<file path="src/hw/rct_pkg.sv">
// Shared constants and types for the receive clock and data timing block.
// Assumes one 100 MHz system clock; the reference clock is modelled as enable ticks.
package rct_pkg;
    // System clock and modelled reference clock
    localparam int unsigned RCT_CLK_FREQ_KHZ = 100000;
    localparam int unsigned RCT_REF_FREQ_KHZ = 3125;
    localparam int unsigned RCT_BASE_PER_REF = 8;
    localparam int unsigned RCT_BASE_DIV = RCT_CLK_FREQ_KHZ / (RCT_REF_FREQ_KHZ * RCT_BASE_PER_REF);
    // Base ticks per reference period, and the mask for the in-period count
    localparam logic [3:0] RCT_BASE_SPAN = 4'h8;
    localparam logic [2:0] RCT_BASE_MASK = 3'h7;
    // Multiplier as a shift: 0 is x1, 1 is x2, 2 is x4, 3 is not a legal code
    localparam logic [1:0] RCT_MULT_LOG_NORMAL = 2'h0;
    localparam logic [1:0] RCT_MULT_LOG_ALT = 2'h2;
    localparam logic [1:0] RCT_MULT_LOG_BAD = 2'h3;
    // Cycles spent in capture so the pin synchroniser has settled
    localparam logic [1:0] RCT_CAPTURE_CYCLES = 2'h3;
    localparam int unsigned RCT_FIFO_DEPTH = 32;

    typedef enum logic {
        RCT_ST_CAPTURE = 1'b0,
        RCT_ST_RUN = 1'b1
    } rct_state_t;
endpackage : rct_pkg

</file>
<file path="src/hw/rct_stream_if.sv">
// Valid/ready word stream between the timing block and its FIFO.
// Assumes both ends sit on clk_sys.
`timescale 1ns/1ps
interface rct_stream_if #(parameter int unsigned WIDTH = 25);
    logic valid;
    logic ready;
    logic [WIDTH-1:0] data;
    modport src (output valid, output data, input ready);
    modport snk (input valid, input data, output ready);
endinterface : rct_stream_if

</file>
<file path="src/hw/rct_tick_div.sv">
// Enable divider: one-cycle tick every DIV cycles of clk_sys.
// Assumes DIV of at least 2.
`timescale 1ns/1ps
module rct_tick_div #(
    parameter int unsigned DIV = 4
) (
    // Clock and reset
    input wire logic clk_sys,
    input wire logic sys_rst,
    // Tick
    output logic tick
);
    localparam int unsigned CW = (DIV > 1) ? $clog2(DIV) : 1;
    localparam logic [CW-1:0] LAST = CW'(DIV - 1);

    typedef struct packed {
        logic [CW-1:0] cnt;
        logic tick;
    } rct_div_t;

    rct_div_t q;
    rct_div_t d;

    // Count up to the terminal value, tick registered
    always_comb
    begin
        d = q;
        d.tick = (q.cnt == LAST);
        d.cnt = (q.cnt == LAST) ? '0 : q.cnt + 1'b1;
    end

    always_ff @(posedge clk_sys)
    begin
        if (sys_rst)
            q <= '0;
        else
            q <= d;
    end

    assign tick = q.tick;
endmodule : rct_tick_div

</file>
<file path="src/hw/rct_fifo.sv">
// Word FIFO with valid/ready on both sides; honest full and empty.
// Assumes DEPTH is a power of two so pointers wrap naturally.
`timescale 1ns/1ps
module rct_fifo #(
    parameter int unsigned WIDTH = 25,
    parameter int unsigned DEPTH = 32
) (
    // Clock and reset
    input wire logic clk_sys,
    input wire logic sys_rst,
    // Streams
    rct_stream_if.snk in_s,
    rct_stream_if.src out_s
);
    localparam int unsigned AW = $clog2(DEPTH);
    localparam logic [AW:0] FULL_CNT = (AW + 1)'(DEPTH);

    typedef struct packed {
        logic [DEPTH-1:0][WIDTH-1:0] mem;
        logic [AW-1:0] wr;
        logic [AW-1:0] rd;
        logic [AW:0] cnt;
    } rct_fifo_t;

    rct_fifo_t q;
    rct_fifo_t d;
    logic push;
    logic pop;

    assign in_s.ready = (q.cnt != FULL_CNT);
    assign out_s.valid = (q.cnt != '0);
    assign out_s.data = q.mem[q.rd];
    assign push = in_s.valid && in_s.ready;
    assign pop = out_s.valid && out_s.ready;

    // Simultaneous push and pop keep the count; full refuses push
    always_comb
    begin
        d = q;
        if (push)
        begin
            d.mem[q.wr] = in_s.data;
            d.wr = q.wr + 1'b1;
        end
        if (pop)
            d.rd = q.rd + 1'b1;
        if (push && !pop)
            d.cnt = q.cnt + 1'b1;
        else if (pop && !push)
            d.cnt = q.cnt - 1'b1;
    end

    always_ff @(posedge clk_sys)
    begin
        if (sys_rst)
            q <= '0;
        else
            q <= d;
    end
endmodule : rct_fifo

</file>
<file path="src/hw/rct_rx_timing.sv">
// Receive timing: mode capture, clock derivation, sample and word pacing, channel tag.
// Assumes ADC words and settings arrive on clk_sys; mode and rate select are async pins.
`timescale 1ns/1ps
module rct_rx_timing #(
    parameter int unsigned DATA_W = 12,
    parameter int unsigned FIFO_DEPTH = rct_pkg::RCT_FIFO_DEPTH,
    parameter int unsigned BASE_DIV = rct_pkg::RCT_BASE_DIV
) (
    // Clock and reset
    input wire logic clk_sys,
    input wire logic sys_rst,
    // Pins sampled asynchronously
    input wire logic timing_mode_pin,
    input wire logic rx_clock_rate_select,
    // Settings
    input wire logic sample_rate_halve,
    input wire logic rx_decimate,
    input wire logic rx_mux_enable,
    input wire logic rx_clock_invert,
    input wire logic rx_retime,
    input wire logic rx_tag_invert,
    input wire logic [1:0] dll_mult_sel,
    input wire logic dll_mult_load,
    // ADC words
    input wire logic [DATA_W-1:0] adc_data_a,
    input wire logic [DATA_W-1:0] adc_data_b,
    // Output flow control from the receiver
    input wire logic rx_out_hold,
    // Clocks out
    output logic rx_clock_out,
    output logic tx_clock_out,
    // Receive words
    output logic [DATA_W-1:0] rx_data_a,
    output logic [DATA_W-1:0] rx_data_b,
    output logic rx_channel_tag,
    output logic rx_word_strobe,
    // Status
    output logic adc_sample_strobe,
    output logic alt_mode_active,
    output logic rx_overrun,
    output logic rx_config_error
);
    localparam int unsigned FW = 2 * DATA_W + 1;

    typedef struct packed {
        rct_pkg::rct_state_t state;
        logic [1:0] cap_cnt;
        logic mode_m;
        logic mode_s;
        logic rsel_m;
        logic rsel_s;
        logic alt;
        logic [1:0] mult_log;
        logic [2:0] base_cnt;
        logic rx_div;
        logic rx_raw;
        logic rx_pin;
        logic tx_clk;
        logic [5:0] samp_cnt;
        logic dec_ph;
        logic [5:0] word_cnt;
        logic b_pend;
        logic [DATA_W-1:0] b_hold;
        logic hold_valid;
        logic [FW-1:0] hold_word;
        logic [DATA_W-1:0] data_a;
        logic [DATA_W-1:0] data_b;
        logic is_a;
        logic tag;
        logic strobe;
        logic samp_pulse;
        logic overrun;
        logic cfg_err;
    } rct_top_t;

    rct_top_t q;
    rct_top_t d;

    logic base_tick;
    logic run;
    logic hr_tick;
    logic mult_tick;
    logic [2:0] mmask;
    logic mux_ok;
    logic mux_eff;
    logic [3:0] base_span;
    logic [5:0] samp_per;
    logic [5:0] word_per;
    logic samp_tick;
    logic word_tick;
    logic keep;

    rct_stream_if #(.WIDTH(FW)) push_s ();
    rct_stream_if #(.WIDTH(FW)) pop_s ();

    rct_tick_div #(.DIV(BASE_DIV)) u_div (
        .clk_sys(clk_sys),
        .sys_rst(sys_rst),
        .tick(base_tick)
    );

    // Backlog between sample pacing and output pacing; hold stalls the drain
    rct_fifo #(.WIDTH(FW), .DEPTH(FIFO_DEPTH)) u_fifo (
        .clk_sys(clk_sys),
        .sys_rst(sys_rst),
        .in_s(push_s.snk),
        .out_s(pop_s.src)
    );

    // Tick decoding; base ticks run at eight per reference period
    assign run = (q.state == rct_pkg::RCT_ST_RUN);
    assign hr_tick = run && base_tick && (q.base_cnt[1:0] == 2'h3);
    assign mmask = rct_pkg::RCT_BASE_MASK >> q.mult_log;
    assign mult_tick = run && base_tick && ((q.base_cnt & mmask) == mmask);

    // Mux is refused in the low-rate, full-sample, undecimated setup
    assign mux_ok = q.rsel_s || sample_rate_halve || rx_decimate;
    assign mux_eff = rx_mux_enable && mux_ok;

    // Sample period from reference or multiplier, word period from it
    assign base_span = q.alt ? (rct_pkg::RCT_BASE_SPAN >> q.mult_log) : rct_pkg::RCT_BASE_SPAN;
    assign samp_per = {2'h0, base_span} << sample_rate_halve;
    assign word_per = (samp_per << rx_decimate) >> mux_eff;
    assign samp_tick = run && base_tick && (q.samp_cnt == 6'h00);
    assign word_tick = run && base_tick && (q.word_cnt == 6'h00);
    assign keep = !rx_decimate || q.dec_ph;

    // All next-state logic; pushes and pops leave through the two streams
    always_comb
    begin
        logic [FW-1:0] out_word;
        logic out_load;
        out_word = '0;
        out_load = 1'b0;
        d = q;
        d.mode_m = timing_mode_pin;
        d.mode_s = q.mode_m;
        d.rsel_m = rx_clock_rate_select;
        d.rsel_s = q.rsel_m;
        d.strobe = 1'b0;
        d.samp_pulse = 1'b0;
        d.cfg_err = rx_mux_enable && !mux_ok;
        push_s.valid = 1'b0;
        push_s.data = '0;
        pop_s.ready = 1'b0;
        if (base_tick)
            d.base_cnt = q.base_cnt + 3'h1;

        // Mode capture waits for the synchroniser, then commits once
        case (q.state)
            rct_pkg::RCT_ST_CAPTURE:
            begin
                if (q.cap_cnt == rct_pkg::RCT_CAPTURE_CYCLES)
                begin
                    d.state = rct_pkg::RCT_ST_RUN;
                    d.alt = q.mode_s;
                    d.mult_log = q.mode_s ? rct_pkg::RCT_MULT_LOG_ALT : rct_pkg::RCT_MULT_LOG_NORMAL;
                end
                else
                    d.cap_cnt = q.cap_cnt + 2'h1;
            end
            rct_pkg::RCT_ST_RUN:
            begin
                // Reserved multiplier code is ignored rather than guessed
                if (dll_mult_load && dll_mult_sel != rct_pkg::RCT_MULT_LOG_BAD)
                    d.mult_log = dll_mult_sel;
            end
            default:
                d.state = rct_pkg::RCT_ST_CAPTURE;
        endcase

        // Transmit clock always follows the multiplier
        if (mult_tick)
            d.tx_clk = !q.tx_clk;

        // Receive clock from reference ticks only, never the multiplier
        if (hr_tick)
        begin
            if (q.rsel_s)
                d.rx_raw = !q.rx_raw;
            else
            begin
                d.rx_div = !q.rx_div;
                if (q.rx_div)
                    d.rx_raw = !q.rx_raw;
            end
        end
        d.rx_pin = d.rx_raw ^ rx_clock_invert;

        // Sample and word pacing counters
        if (run && base_tick)
        begin
            d.samp_cnt = (q.samp_cnt == 6'h00) ? samp_per - 6'h01 : q.samp_cnt - 6'h01;
            d.word_cnt = (q.word_cnt == 6'h00) ? word_per - 6'h01 : q.word_cnt - 6'h01;
        end

        // Capture samples; mux sends A now and B on the next cycle
        if (samp_tick)
        begin
            d.samp_pulse = 1'b1;
            d.dec_ph = !q.dec_ph;
            if (keep)
            begin
                push_s.valid = 1'b1;
                if (mux_eff)
                begin
                    push_s.data = {1'b1, adc_data_a, {DATA_W{1'b0}}};
                    d.b_pend = 1'b1;
                    d.b_hold = adc_data_b;
                end
                else
                    push_s.data = {1'b1, adc_data_a, adc_data_b};
                if (!push_s.ready)
                    d.overrun = 1'b1;
            end
        end
        else if (q.b_pend)
        begin
            push_s.valid = 1'b1;
            push_s.data = {1'b0, q.b_hold, {DATA_W{1'b0}}};
            d.b_pend = 1'b0;
            if (!push_s.ready)
                d.overrun = 1'b1;
        end

        // Retimed words wait for the next half-reference edge
        if (hr_tick && q.hold_valid)
        begin
            out_word = q.hold_word;
            out_load = 1'b1;
            d.hold_valid = 1'b0;
        end

        // Drain one word per word slot unless the receiver holds off
        if (word_tick && !rx_out_hold)
        begin
            pop_s.ready = 1'b1;
            if (pop_s.valid)
            begin
                if (rx_retime)
                begin
                    d.hold_valid = 1'b1;
                    d.hold_word = pop_s.data;
                end
                else
                begin
                    out_word = pop_s.data;
                    out_load = 1'b1;
                end
            end
        end

        // Word and its tag change together
        if (out_load)
        begin
            d.data_a = out_word[FW-2:DATA_W];
            d.data_b = out_word[DATA_W-1:0];
            d.is_a = out_word[FW-1];
            d.tag = out_word[FW-1] ^ rx_tag_invert;
            d.strobe = 1'b1;
        end
    end

    // Synchronous reset puts control back into capture
    always_ff @(posedge clk_sys)
    begin
        if (sys_rst)
            q <= '0;
        else
            q <= d;
    end

    assign rx_clock_out = q.rx_pin;
    assign tx_clock_out = q.tx_clk;
    assign rx_data_a = q.data_a;
    assign rx_data_b = q.data_b;
    assign rx_channel_tag = q.tag;
    assign rx_word_strobe = q.strobe;
    assign adc_sample_strobe = q.samp_pulse;
    assign alt_mode_active = q.alt;
    assign rx_overrun = q.overrun;
    assign rx_config_error = q.cfg_err;
endmodule : rct_rx_timing

</file>
<file path="config.mk">
export PLATFORM = sky130hd
export DESIGN_NAME = rct_rx_timing
export DESIGN_NICKNAME = d
export VERILOG_FILES = /design/src/hw/rct_pkg.sv /design/src/hw/rct_stream_if.sv /design/src/hw/rct_tick_div.sv /design/src/hw/rct_fifo.sv /design/src/hw/rct_rx_timing.sv
export SDC_FILE = /design/constraint.sdc
export NUM_CORES = 2
export LEC_CHECK = 0
export BUFFER_PORTS_ARGS = -buffer_cell sky130_fd_sc_hd__buf_2
export CAP_MARGIN = 20
export CORE_UTILIZATION = 40
export CTS_CLUSTER_DIAMETER = 30
export DETAILED_ROUTE_END_ITERATION = 10
export RECOVER_POWER = 100
export SLEW_MARGIN = 10
export SYNTH_ARGS = -nofsm -noshare
export SYNTH_HDL_FRONTEND = slang
export SYNTH_SLANG_ARGS = --single-unit
</file>
<file path="constraint.sdc">
create_clock -name clk_sys -period 5.8 [get_ports clk_sys]
set_input_delay 1.16 -clock clk_sys [delete_from_list [all_inputs] [get_ports clk_sys]]
set_output_delay 1.16 -clock clk_sys [all_outputs]
set_load 0.05 [all_outputs]
</file>
==> results.md <==
* Status: finished with violations
* Failing checks: max-capacitance violations, max-slew violations
* Nets at 3713
* Clock slew at reported path FFs at 50 ps
* Yosys reg bits at 917
* Final Max Slew Viols at 453
* Worst Path Arrival at 5120 ps
* Setup TNS at 0 ps
* Hold Crit Start: u_div.q[1]$_SDFF_PP0_
* Total wire length at 108600 µm
* Clock sinks at 917
* WHS at 425.9 ps
* DR pass1 iterations at 6
* Largest net degree at the start of global routing at 269
* Post-CTS Hold Fix Bufs at 0
* Req. time, crit path at 6340 ps
* Layout filler cell count at 8905
* HP Class: reg2reg
* Element type at the critical path start: flop
* First-pass GRT wire length at 168600 µm
* Crit path time final at 4576 ps
* P per Cell Area at 359.0 nW/µm²
* Slew HR at -0.6828
* Netlist cell types at 68
* Core Rows at 114
* Slew @ Worst Pin at 2524 ps
* Clk Tree Root Cell: clkbuf_16
* Synth warnings at 0
* I/O pin cnt at 70
* Max-cap violation count at 12
* Total track usage at 0.2171
* Congestion Overflow GR at 0
* CORE AREA at 97280 µm²
* Clk_skew at 30.22 ps
* Syn Area/Cell at 10.35 µm²
* Post-CTS resize count at 0
* DR vias at 29216
* Post-route ant nets at 0
* Die W at 316.5 µm
* Share of layout cells above drive strength 1 at 0.1789
* Setup Crit Path Kind: reg2reg
* Worst R2R Start: run$_SDFF_PP0_
* Hold path endpoint: u_div.q[1]$_SDFF_PP0_
* Top_reg_cell synth: dfxtp_1
* Worst skew pair latency at 750 ps
* Commonest non-fill, non-tap cell in the layout: dfxtp_1
* Wire per inst at 21.41 µm
* Tcrit/Tclk final at 0.7889
* Critical path capture point type: flop
* DRC viols at 0
* Syn nets at 3876
* Vias in the first global route at 28041
* Reg-to-reg slack, setup at 1220 ps
* Die span in y at 316.5 µm
* TritonCTS clock tree: yes
* Worst R2R End: u_fifo.q[454]$_SDFFE_PP0P_
* Synthesized instance count at 3822
* HPWL Detailed at 59800 µm
* Worst Reg2Reg Path Length in Cells at 8
* Max Freq at 0.2186 GHz
* DIE AREA at 100200 µm²
* Leak pwr at 0.01517 µW
* TritonCTS Buffers at 164
* Post-synthesis sequential area ratio at 0.4640
* Initial antenna violation count at 0
* Placer Congestion at 0.7989
* Via/cell ratio at 5.759
* IO buf count at 69
* Hold violation total from the final report at 0
* Async SR Flop Fraction at 0
* Peak VDD IR at 0.2478 mV
* Initial DRC count at 2901
* Hold Path Stages at 1
* CTS H-tree lvls at 4
* Max Buffers Root-to-Sink at 3
* Area Overhead vs Synth at 15.95%
* Syn Std Cell Area at 39570 µm²
* Post-CTS Setup Inserts at 0
* Initial Utilization at 0.4067
* CP Max Fanout at 36
* Setup violators final at 0
* Most frequent cells in the layout: dfxtp_1, nand3b_1, o21ai_0
* EDFF count, synth at 0
* RSZ-0062 raised after global routing: no
logic make-up (layout without fill, tap and decap cells):
logic type / count (synthesis) / count (layout) / synth area share
muxes: 310 / 310 / 0.1564
other: 0 / 1 / 0
adders and majority gates: 16 / 16 / 0.005250
buffers and inverters: 478 / 452 / 0.05047
DFF: 917 / 917 / 0.4640
xor gates and xnor gates: 26 / 26 / 0.005756
and+or+nand+nor: 1136 / 1136 / 0.1920
AOI/OAI and AO/OA: 939 / 939 / 0.1261
cell usage after synthesis (4+ instances only):
library cell,n,area (µm²)
o21ai_1,609,3048
clkbuf_1,330,1239
inv_1,20,75.07
a22oi_1,15,112.6
nand2_1,92,345.3
nand3_1,5,25.02
and2_1,4,25.02
xnor2_1,17,148.9
a21oi_1,39,195.2
mux2_2,25,281.5
dfxtp_1,917,18360
buf_2,78,390.4
o21ai_0,203,1016
nor3_1,33,165.2
nand3b_1,801,6013
nor2b_1,12,75.07
mux2i_1,39,390.4
nand2b_1,11,68.82
mux4_2,244,5495
buf_4,28,210.2
nand4_1,5,31.28
ha_1,15,187.7
nor2_1,126,473.0
xor2_1,9,78.83
buf_1,22,82.58
or2_2,18,112.6
a221oi_1,6,52.55
a211oi_1,31,232.7
nor3b_1,5,37.54
where the power goes:
group / internal, µW / switching, µW
Sequential: 6330 / 21.2
Combinational: 131 / 140
Clock: 6490 / 3360
Total: 13000 / 3520
cell type report:
class                      instances  area [µm²]  area share
clock inverter                    86        1199     0.02613
timing repair buffer             129       807.0     0.01759
multi-input combinational       2427       19240      0.4194
clock buffer                     217        4584     0.09993
sequential                       917       18370      0.4005
antenna                            1       2.502  0.00005454
inverter                          20       75.07    0.001636
tap                             1276        1597     0.03480
layer usage:
layer / wire length, µm / up-vias / global-route usage
li1: - / 13672 / -
met5: 0 / - / 0
met1: 48860 / 14472 / 0.2945
met2: 51220 / 900 / 0.3546
met4: 2272 / 0 / 0.06578
met3: 6268 / 172 / 0.03538
state kept, by name, indices dropped and copies added (netlist names):
signal,count
rx_config_error,1
d,2
rx_data_b,12
rx_overrun,1
alt_mode_active,1
u_div.tick,1
tx_clock_out,1
rx_clock_out,1
adc_sample_strobe,1
rx_channel_tag,1
run,1
rx_word_strobe,1
rx_data_a,12
u_div.q,2
u_fifo.q,816
q,63
worst max-delay path by stage:
| stage | startpoint | end | slack (ps) | cells past startpoint |
|---|---|---|---|---|
| final | run$_SDFF_PP0_ | u_fifo.q[454]$_SDFFE_PP0P_ | 1220 | 8 |
| after global routing | run$_SDFF_PP0_ | u_fifo.q[457]$_SDFFE_PP0P_ | 930 | 8 |
| after CTS | q[71]$_SDFFE_PP0P_ | u_fifo.q[5]$_SDFFE_PP0P_ | 2040 | 13 |
| after detailed placement | rx_decimate | u_fifo.q[5]$_SDFFE_PP0P_ | 1590 | 13 |
| after global placement | rx_decimate | u_fifo.q[398]$_SDFFE_PP0P_ | 1080 | 6 |
| after floorplan | rx_decimate | u_fifo.q[5]$_SDFFE_PP0P_ | 2070 | 13 |
critical path, cell delays in order, from the launching register on:
cell and delay [ps]:
dfxtp_1 480, and2_1 170, clkbuf_1 590, nand4_1 630, a211oi_2 750, nand2_1 660, clkbuf_2 690, nand3b_1 250
o21ai_0 110
metrics by stage:
step           cells  utilization  setup WS [ps]  power [µW]  cell area (µm²)
6_report        5073       0.4716           1224       16470            45880
3_3_place_gp    4768       0.4136           1080        6740            40230
5_1_grt         5072       0.4716          935.0       16940            45880
4_1_cts         5071       0.4731           2037       16620            46020
3_5_place_dp    4768       0.4136           1591        6739            40230
2_1_floorplan   3822            -           2067        6674            39570
Power figures use the tool's default switching activity.
